<file path="config.mk">
export PLATFORM = sky130hd
export DESIGN_NAME = fmt_regs
export DESIGN_NICKNAME = d
export VERILOG_FILES = /design/src/hdl/fmt_sync2.v /design/src/hdl/fmt_trim_reg.v /design/src/hdl/fmt_regs.v
export VERILOG_INCLUDE_DIRS = /design/src /design/src/hdl
export SDC_FILE = /design/constraint.sdc
export NUM_CORES = 1
export LEC_CHECK = 0
export BUFFER_PORTS_ARGS = -buffer_cell sky130_fd_sc_hd__clkbuf_2
export CORE_MARGIN = 3
export CORE_UTILIZATION = 57
export DETAILED_ROUTE_END_ITERATION = 10
export PLACE_DENSITY = 0.84
export REMOVE_ABC_BUFFERS = 1
export SLEW_MARGIN = 0
export SYNTH_ARGS = -nofsm -noshare
export SYNTH_HDL_FRONTEND = slang
export SYNTH_SLANG_ARGS = --single-unit
</file>
<file path="constraint.sdc">
create_clock -name CLK_SYS -period 15.69 [get_ports CLK_SYS]
set_input_delay 3.138 -clock CLK_SYS [delete_from_list [all_inputs] [get_ports CLK_SYS]]
set_output_delay 3.138 -clock CLK_SYS [all_outputs]
set_load 0.02 [all_outputs]
</file>
<file path="src/hdl/fmt_consts.vh">
// Constants for the fault mask and offset trim register bank.
// Assumes a 32-bit APB slave with one aligned word per register.
`ifndef FMT_CONSTS_VH
`define FMT_CONSTS_VH

// Printed offsets are not all multiples of four: kept as indices
`define FMT_IDX_FAULT_STATUS 12'h2c1
`define FMT_IDX_FAULT_MASK 12'h2c2
`define FMT_IDX_LANE_FLAGS 12'h2c4
`define FMT_IDX_CORE0_OFFSET_TRIM 12'h330
`define FMT_IDX_CORE1_OFFSET_TRIM 12'h332
`define FMT_IDX_CORE2_INPUT_A_OFFSET_TRIM 12'h334
`define FMT_IDX_CAL_CTRL 12'h3f0
`define FMT_IDX_IRQ_STATUS 12'h3f1
`define FMT_IDX_IRQ_MASK 12'h3f2

// Reset values
`define FMT_MASK_RST 8'h3f
`define FMT_STATUS_RST 8'h3f
`define FMT_LANE_RST 8'hff
`define FMT_TRIM_RSV_RST 4'h0
`define FMT_IRQ_MASK_RST 3'h7
`define FMT_CAL_RST 3'h0

// Fault status / mask field positions
`define FMT_B_FIFO 5
`define FMT_B_PLL 4
`define FMT_B_LINK 3
`define FMT_B_REALIGN 2
`define FMT_B_CLK 0
// Implemented mask and status bits
`define FMT_FAULT_IMPL 8'h3d

// Calibration control field positions
`define FMT_B_OFFSET_CAL_ENABLE 0
`define FMT_B_BACKGROUND_CAL_ENABLE 1
`define FMT_B_BACKGROUND_OFFSET_CAL_ENABLE 2
`define FMT_B_CAL_BUSY 3

// Interrupt status bit positions
`define FMT_I_SUMMARY 0
`define FMT_I_LANE 1
`define FMT_I_TRIM_BLOCKED 2

`define FMT_TRIM_W 12
`define FMT_LANES 8
`endif

</file>
<file path="src/hdl/fmt_sync2.v">
// Two-flop synchroniser for one asynchronous level.
// Assumes the input has no relation to CLK_SYS.
`timescale 1ns/1ns
module fmt_sync2 (
    // Clock and reset
    input wire clk,
    input wire rst,
    // Level in and out
    input wire d,
    output reg q
);
    reg meta_r;

    // =====================================================
    // Synchroniser chain; only the second flop is read
    always @(posedge clk or posedge rst) begin
        if (rst) begin
            meta_r <= 1'b0;
            q <= 1'b0;
        end else begin
            meta_r <= d;
            q <= meta_r;
        end
    end
endmodule

</file>
<file path="src/hdl/fmt_trim_reg.v">
// One 12-bit offset trim register with reserved upper nibble.
// Assumes the fuse value is stable when fuse_load pulses.
`timescale 1ns/1ns
`include "fmt_consts.vh"
module fmt_trim_reg (
    // Clock and reset
    input wire clk,
    input wire rst,
    // Fuse default
    input wire fuse_load,
    input wire [11:0] fuse_val,
    // Software write
    input wire wr_en,
    input wire [15:0] wr_data,
    // Contents
    output reg [15:0] value
);
    // =====================================================
    // Fuse copy wins over a software write in the same cycle
    always @(posedge clk or posedge rst) begin
        if (rst) begin
            value <= 16'h0000;
        end else if (fuse_load) begin
            value <= {`FMT_TRIM_RSV_RST, fuse_val};
        end else if (wr_en) begin
            value <= wr_data;
        end
    end
endmodule

</file>
<file path="src/hdl/fmt_regs.v">
// Fault mask, lane FIFO error flags and offset trim register bank.
// Assumes an APB master on CLK_SYS; fault and lane events arrive async.
`timescale 1ns/1ns
`include "fmt_consts.vh"
module fmt_regs (
    // Clock and reset
    input wire CLK_SYS,
    input wire RST,
    // APB slave
    input wire PSEL,
    input wire PENABLE,
    input wire PWRITE,
    input wire [11:0] PADDR,
    input wire [31:0] PWDATA,
    input wire [3:0] PSTRB,
    output wire PREADY,
    output reg [31:0] PRDATA,
    output reg PSLVERR,
    // Fault event inputs (async levels)
    input wire LANE_FIFO_ERR_0,
    input wire LANE_FIFO_ERR_1,
    input wire LANE_FIFO_ERR_2,
    input wire LANE_FIFO_ERR_3,
    input wire LANE_FIFO_ERR_4,
    input wire LANE_FIFO_ERR_5,
    input wire LANE_FIFO_ERR_6,
    input wire LANE_FIFO_ERR_7,
    input wire SERIALIZER_LOCK_FAULT,
    input wire LINK_FAULT,
    input wire REALIGN_FAULT,
    input wire DIVIDER_MISMATCH_FAULT,
    // Calibration state (async)
    input wire FOREGROUND_CAL_DONE,
    input wire OFFSET_CAL_ACTIVE,
    input wire CORE2_INPUT_A_SEL,
    // Fuse defaults
    input wire FUSE_LOAD,
    input wire [11:0] FUSE_CORE0_OFFSET_TRIM,
    input wire [11:0] FUSE_CORE1_OFFSET_TRIM,
    input wire [11:0] FUSE_CORE2_INPUT_A_OFFSET_TRIM,
    // Outputs to the converter
    output reg [11:0] CORE0_OFFSET,
    output reg [11:0] CORE1_OFFSET,
    output reg [11:0] CORE2_OFFSET,
    output reg CORE2_OFFSET_VALID,
    output reg SUMMARY_FAULT,
    output reg [2:0] CAL_CTRL,
    output wire IRQ
);
    // =====================================================
    // Synchronised inputs
    wire [7:0] lane_async;
    wire [14:0] async_in;
    wire [14:0] sync_in;
    wire [7:0] lane_err;
    wire pll_f;
    wire link_f;
    wire realign_f;
    wire clk_f;
    wire foreground_cal_done;
    wire cal_busy;
    wire core2_a;
    genvar gi;

    assign lane_async = {LANE_FIFO_ERR_7, LANE_FIFO_ERR_6, LANE_FIFO_ERR_5,
                         LANE_FIFO_ERR_4, LANE_FIFO_ERR_3, LANE_FIFO_ERR_2,
                         LANE_FIFO_ERR_1, LANE_FIFO_ERR_0};
    assign async_in = {CORE2_INPUT_A_SEL, OFFSET_CAL_ACTIVE, FOREGROUND_CAL_DONE,
                       DIVIDER_MISMATCH_FAULT, REALIGN_FAULT, LINK_FAULT,
                       SERIALIZER_LOCK_FAULT, lane_async};

    generate
        for (gi = 0; gi < 15; gi = gi + 1) begin : g_sync
            fmt_sync2 u_sync (
                .clk(CLK_SYS),
                .rst(RST),
                .d(async_in[gi]),
                .q(sync_in[gi])
            );
        end
    endgenerate

    assign lane_err = sync_in[7:0];
    assign pll_f = sync_in[8];
    assign link_f = sync_in[9];
    assign realign_f = sync_in[10];
    assign clk_f = sync_in[11];
    assign foreground_cal_done = sync_in[12];
    assign cal_busy = sync_in[13];
    assign core2_a = sync_in[14];

    // =====================================================
    // APB decode; zero wait states, so PREADY is always high
    wire acc;
    wire wr;
    wire [11:0] idx;
    wire hit_sts;
    wire hit_mask;
    wire hit_lane;
    wire hit_t0;
    wire hit_t1;
    wire hit_t2;
    wire hit_cal;
    wire hit_ists;
    wire hit_imsk;
    wire hit_trim;
    wire mapped;
    wire trim_block;
    wire lo_en;
    wire hi_en;

    assign PREADY = 1'b1;
    assign acc = PSEL & PENABLE;
    assign wr = acc & PWRITE;
    assign idx = {2'b00, PADDR[11:2]};
    assign hit_sts = (idx == `FMT_IDX_FAULT_STATUS);
    assign hit_mask = (idx == `FMT_IDX_FAULT_MASK);
    assign hit_lane = (idx == `FMT_IDX_LANE_FLAGS);
    assign hit_t0 = (idx == `FMT_IDX_CORE0_OFFSET_TRIM);
    assign hit_t1 = (idx == `FMT_IDX_CORE1_OFFSET_TRIM);
    assign hit_t2 = (idx == `FMT_IDX_CORE2_INPUT_A_OFFSET_TRIM);
    assign hit_cal = (idx == `FMT_IDX_CAL_CTRL);
    assign hit_ists = (idx == `FMT_IDX_IRQ_STATUS);
    assign hit_imsk = (idx == `FMT_IDX_IRQ_MASK);
    assign hit_trim = hit_t0 | hit_t1 | hit_t2;
    assign mapped = hit_sts | hit_mask | hit_lane | hit_trim | hit_cal
                    | hit_ists | hit_imsk;
    assign lo_en = PSTRB[0];
    assign hi_en = PSTRB[1];

    // Trim access is refused while calibration owns the trims
    reg [2:0] cal_r;
    assign trim_block = cal_busy
        | (cal_r[`FMT_B_BACKGROUND_CAL_ENABLE] & cal_r[`FMT_B_BACKGROUND_OFFSET_CAL_ENABLE])
        | (cal_r[`FMT_B_OFFSET_CAL_ENABLE] & ~(cal_r[`FMT_B_BACKGROUND_CAL_ENABLE] & cal_r[`FMT_B_BACKGROUND_OFFSET_CAL_ENABLE])
           & ~foreground_cal_done);

    // =====================================================
    // Fault status, mask and lane flags
    reg [7:0] status_r;
    reg [7:0] status_nxt;
    reg [7:0] mask_r;
    reg [7:0] lane_r;
    reg [7:0] lane_nxt;
    wire [7:0] fault_set;
    wire [7:0] w1c_sts;
    wire [7:0] w1c_lane;
    wire fifo_clr;

    assign fault_set = {2'b00, |lane_err, pll_f, link_f, realign_f, 1'b0, clk_f};
    assign w1c_sts = (wr & hit_sts & lo_en) ? PWDATA[7:0] : 8'h00;
    assign w1c_lane = (wr & hit_lane & lo_en) ? PWDATA[7:0] : 8'h00;
    assign fifo_clr = w1c_sts[`FMT_B_FIFO];

    // Set wins over clear so a fault in the clearing cycle is kept
    always @* begin
        status_nxt = ((status_r & ~w1c_sts) | fault_set) & `FMT_FAULT_IMPL;
        lane_nxt = lane_r & ~w1c_lane;
        if (fifo_clr) begin
            lane_nxt = 8'h00;
        end
        lane_nxt = lane_nxt | lane_err;
    end

    always @(posedge CLK_SYS or posedge RST) begin
        if (RST) begin
            status_r <= `FMT_STATUS_RST;
            mask_r <= `FMT_MASK_RST;
            lane_r <= `FMT_LANE_RST;
            cal_r <= `FMT_CAL_RST;
        end else begin
            status_r <= status_nxt;
            lane_r <= lane_nxt;
            // Reserved bits are stored as written; software keeps them
            if (wr & hit_mask & lo_en) begin
                mask_r <= PWDATA[7:0];
            end
            if (wr & hit_cal & lo_en) begin
                cal_r <= PWDATA[2:0];
            end
        end
    end

    // =====================================================
    // Summary fault: OR of unmasked implemented status bits
    wire [7:0] unmasked;
    assign unmasked = status_r & ~mask_r & `FMT_FAULT_IMPL;

    always @(posedge CLK_SYS or posedge RST) begin
        if (RST) begin
            SUMMARY_FAULT <= 1'b0;
        end else begin
            SUMMARY_FAULT <= |unmasked;
        end
    end

    // =====================================================
    // Offset trim registers
    wire [15:0] t0;
    wire [15:0] t1;
    wire [15:0] t2;
    wire trim_wr;
    wire [15:0] trim_wdata;
    assign trim_wr = wr & ~trim_block & lo_en & hi_en;
    assign trim_wdata = PWDATA[15:0];

    fmt_trim_reg u_t0 (
        .clk(CLK_SYS),
        .rst(RST),
        .fuse_load(FUSE_LOAD),
        .fuse_val(FUSE_CORE0_OFFSET_TRIM),
        .wr_en(trim_wr & hit_t0),
        .wr_data(trim_wdata),
        .value(t0)
    );
    fmt_trim_reg u_t1 (
        .clk(CLK_SYS),
        .rst(RST),
        .fuse_load(FUSE_LOAD),
        .fuse_val(FUSE_CORE1_OFFSET_TRIM),
        .wr_en(trim_wr & hit_t1),
        .wr_data(trim_wdata),
        .value(t1)
    );
    fmt_trim_reg u_t2 (
        .clk(CLK_SYS),
        .rst(RST),
        .fuse_load(FUSE_LOAD),
        .fuse_val(FUSE_CORE2_INPUT_A_OFFSET_TRIM),
        .wr_en(trim_wr & hit_t2),
        .wr_data(trim_wdata),
        .value(t2)
    );

    // Core 2 trim only drives the core while input A is selected
    always @(posedge CLK_SYS or posedge RST) begin
        if (RST) begin
            CORE0_OFFSET <= 12'h000;
            CORE1_OFFSET <= 12'h000;
            CORE2_OFFSET <= 12'h000;
            CORE2_OFFSET_VALID <= 1'b0;
            CAL_CTRL <= 3'h0;
        end else begin
            CORE0_OFFSET <= t0[11:0];
            CORE1_OFFSET <= t1[11:0];
            CORE2_OFFSET <= core2_a ? t2[11:0] : 12'h000;
            CORE2_OFFSET_VALID <= core2_a;
            CAL_CTRL <= cal_r;
        end
    end

    // =====================================================
    // Interrupt status (W1C, set wins) and mask
    reg [2:0] ists_r;
    reg [2:0] imsk_r;
    reg sum_d_r;
    wire [2:0] iev;
    wire [2:0] iclr;
    wire blocked_acc;
    assign blocked_acc = acc & hit_trim & trim_block;
    assign iev = {blocked_acc, |lane_err, SUMMARY_FAULT & ~sum_d_r};
    assign iclr = (wr & hit_ists & lo_en) ? PWDATA[2:0] : 3'h0;
    assign IRQ = |(ists_r & imsk_r);

    always @(posedge CLK_SYS or posedge RST) begin
        if (RST) begin
            ists_r <= 3'h0;
            imsk_r <= `FMT_IRQ_MASK_RST;
            sum_d_r <= 1'b0;
        end else begin
            sum_d_r <= SUMMARY_FAULT;
            ists_r <= (ists_r & ~iclr) | iev;
            if (wr & hit_imsk & lo_en) begin
                imsk_r <= PWDATA[2:0];
            end
        end
    end

    // =====================================================
    // Read data and error answer; blocked trim reads return zero
    always @* begin
        PRDATA = 32'h0000_0000;
        PSLVERR = acc & (~mapped | (hit_trim & trim_block));
        if (acc & ~PWRITE) begin
            if (hit_sts) PRDATA = {24'h000000, status_r};
            else if (hit_mask) PRDATA = {24'h000000, mask_r};
            else if (hit_lane) PRDATA = {24'h000000, lane_r};
            else if (hit_t0 & ~trim_block) PRDATA = {16'h0000, t0};
            else if (hit_t1 & ~trim_block) PRDATA = {16'h0000, t1};
            else if (hit_t2 & ~trim_block) PRDATA = {16'h0000, t2};
            else if (hit_cal) PRDATA = {28'h0000000, cal_busy, cal_r};
            else if (hit_ists) PRDATA = {29'h00000000, ists_r};
            else if (hit_imsk) PRDATA = {29'h00000000, imsk_r};
        end
    end
endmodule

</file>
==> qor.txt <==
status -> finished, final reports clean
#FFs+latches synth -> 151
asr flop ratio synth -> 100%
switching part of the total power -> 25.7%
multi-input logic area -> 2610 µm²
Layout Utilization -> 71.9%
Nets -> 867
H-tree depth -> 4
CP max-delay cell -> or4b_1
f_max -> 116 MHz
HPWL Detailed -> 12,500 µm
peak supply drop -> 0.101 mV
CTS Sinks -> 151
share of the synthesized area in the top cell type -> 47.7%
internal power -> 682 µW
Tmin final -> 8.62 ns
drt total wl -> 18,700 µm
Num CTS Buffers -> 17
Tcrit/Tclk final -> 55.0%
Mapped Cells -> 632
Synth Area in Compound Gates -> 17.6%
row count -> 38
CTS tree -> built
fillers -> 788
Mean Syn Cell Area -> 10.6 µm²
Crit path largest cell delay -> 0.90 ns
Post-CTS Hold Fix Bufs -> 0
starting density of the core -> 60.1%
Adder-Cell Fraction of Synth Area -> 0%
Post-Layout Inst Area -> 8030 µm²
initial antenna violation count -> 0
post-route setup TNS -> 0 ns
setup bufs post-CTS -> 0
clock power share -> 44.5%
top post-synthesis cells by count -> dfrtp_1, nand2_1, a21oi_1
Final Setup Violations -> 0
xor and xnor area share after synthesis -> 0%
kind of critical path -> primary input to primary output
first-pass GRT wire length -> 29,000 µm
Worst Path Max Fanout -> 25
hold crit path type -> flip-flop to flip-flop
Ports -> 181
flip-flop and latch area -> 3810 µm²
drt first-iter violations -> 663
post-route ant nets -> 0
Crit path max-delay family -> simple AND/OR/NAND/NOR gates
mux share of post-synthesis cell area -> 3.62%
Comb power frac -> 9.5%
most common cell in the netlist -> dfrtp_1
maxcap violations -> 0
TritonRoute pass-1 iters -> 5
Vias -> 5,622
power density over the cells -> 114 nW/µm²
Worst-Margin Slew -> 0.915 ns
Net Sw Power -> 236 µW
Post-Syn Area -> 6710 µm²
critical path required time -> 12.55 ns
Buffers & Inverters on Critical Path -> 2
CP Launch Type -> primary input
via-per-instance ratio -> 6.14
Die Y -> 115 µm
reg2reg setup slack -> 13.29 ns
vias in the first global route -> 5,637
most used cell along the critical path -> clkbuf_2
count of pins over their slew limit -> 0
Sequential Power Share -> 46.1%
Post-synth EDFFs -> 0
Setup Skew -> 0.00906 ns
core box area -> 11,200 µm²
worst path cell trace -> clkbuf_2 > or4b_1 > o22ai_1 > nand2_1 > a221oi_1 > clkbuf_2
leakage power -> 0.00385 µW
cell type with the largest total area after synthesis -> dfrtp_1
Synth cell types -> 64
Crit path arrival time -> 5.49 ns
placed cell areas -> 7430 µm²
warning count from the yosys run -> 0
Worst-path clk slew -> 0.06 ns
layout cells sized above 1 -> 31.4%
I/O Buffers -> 143
gr usage total -> 28.9%
element type at the critical path end -> primary output
DRC violations left -> 0
Die ar. -> 13,100 µm²
routability congestion estimate -> 0.934
largest net degree at the start of global routing -> 85
antenna diode count -> 0
area grow syn2layout -> 19.7%
WL per Instance -> 20.5 µm
ranking of synthesized cells by area -> dfrtp_1, dfstp_2, a21oi_1
clk_lat worst skew -> 0.43 ns
hold violation total from the final report -> 0
post-synthesis simple-gate area fraction -> 16.5%
Synth Flop Type -> dfrtp_1
Final Power -> 918 µW
register area share after synthesis -> 56.7%
Die X -> 115 µm
CTS root buffer -> clkbuf_16
headroom to the max-slew limit -> 39.0%
total grt overflow -> 0
post_cts resized -> 0
largest family of logic cells by synthesized area -> compound AO/OA/AOI/OAI gates
maximum buffer depth of the clock tree -> 2
RSZ-0062 raised after global routing -> false
-- flip-flops by register name, summed over array words and instances, names as in the netlist, 6 cells and up --
register              count
g_sync.u_sync.meta_r     15
u_t1.value               16
g_sync.u_sync.q          15
CORE2_OFFSET             12
u_t0.value               16
mask_r                    8
CORE1_OFFSET             12
u_t2.value               16
lane_r                    8
status_r                  6
CORE0_OFFSET             12
-- stage by stage --
stage	setup slack [ns]	hold slack, ns	cells
after global placement	7.12	0.332	883
final	7.07	0.347	915
after CTS	7.12	0.349	915
after floorplan	7.18	0.331	594
after detailed placement	7.13	0.335	883
after global routing	6.92	0.354	915
-- power groups by stage --
stage | Clock [µW] | Combinational [µW] | Sequential [µW]
floorplan | 0 | 36.6 | 436
global placement | 0 | 83.4 | 428
detailed placement | 0 | 85.8 | 429
CTS | 409 | 86.5 | 423
global route | 427 | 95.1 | 425
finish | 408 | 87.0 | 423
-- area by class of cell --
class / instances / share of cell area, %
Timing Repair Buffer: 149 / 9.47
Inverter: 19 / 0.950
Sequential cell: 151 / 47.4
Clock inverter: 10 / 1.34
Multi-Input combinational cell: 424 / 32.5
Tap cell: 140 / 2.18
Clock buffer: 22 / 6.15
-- layer usage --
metal	track usage (%)	share of wire, %
met1	36.4	38
met2	47.4	49
met5	0	0
met3	7.45	9.8
met4	12.1	3.3
-- cells in the final DEF, fill, tap and decap left out, drive strengths merged, types with 3 or more instances in the layout --
| cell type | count |
|---|---|
| a31o | 7 |
| a22o | 4 |
| or3 | 4 |
| a31oi | 37 |
| dfstp | 23 |
| nand2b | 7 |
| a32oi | 3 |
| clkinv | 5 |
| a222oi | 3 |
| dfrtp | 128 |
| o21ai | 25 |
| conb | 18 |
| o211a | 7 |
| inv | 23 |
| mux2i | 13 |
| nand3 | 9 |
| a21o | 7 |
| a21oi | 58 |
| o22ai | 7 |
| nor2b | 38 |
| a22oi | 4 |
| nor4 | 6 |
| buf | 6 |
| a2bb2oi | 7 |
| clkbuf | 165 |
| and2 | 12 |
| mux2 | 10 |
| nand2 | 76 |
| nor2 | 21 |
| nor3 | 11 |
| or2 | 4 |
-- final timing paths --
path                                                   start                                end  cells past startpoint
setup / recovery                                    PADDR[3]                          PRDATA[2]                      6
hold / removal             g_sync[0].u_sync.meta_r$_DFF_PP0_       g_sync[0].u_sync.q$_DFF_PP0_                      0
setup reg to reg               g_sync[13].u_sync.q$_DFF_PP0_          u_t1.value[2]$_DFFE_PP0P_                      5
hold reg to reg            g_sync[0].u_sync.meta_r$_DFF_PP0_       g_sync[0].u_sync.q$_DFF_PP0_                      0
max in group asynchronous                                RST         CORE1_OFFSET[10]$_DFF_PP0_                      3
min in group asynchronous                                RST  g_sync[2].u_sync.meta_r$_DFF_PP0_                      2
-- logic make-up after synthesis --
| kind of cell | count (synthesis) |
|---|---|
| flip-flops | 151 |
| other | 2 |
| AND/OR/NAND/NOR | 200 |
| multiplexers | 23 |
| buffers and inverters | 73 |
| AO/OA/AOI/OAI | 183 |
Power figures use the tool's default switching activity.
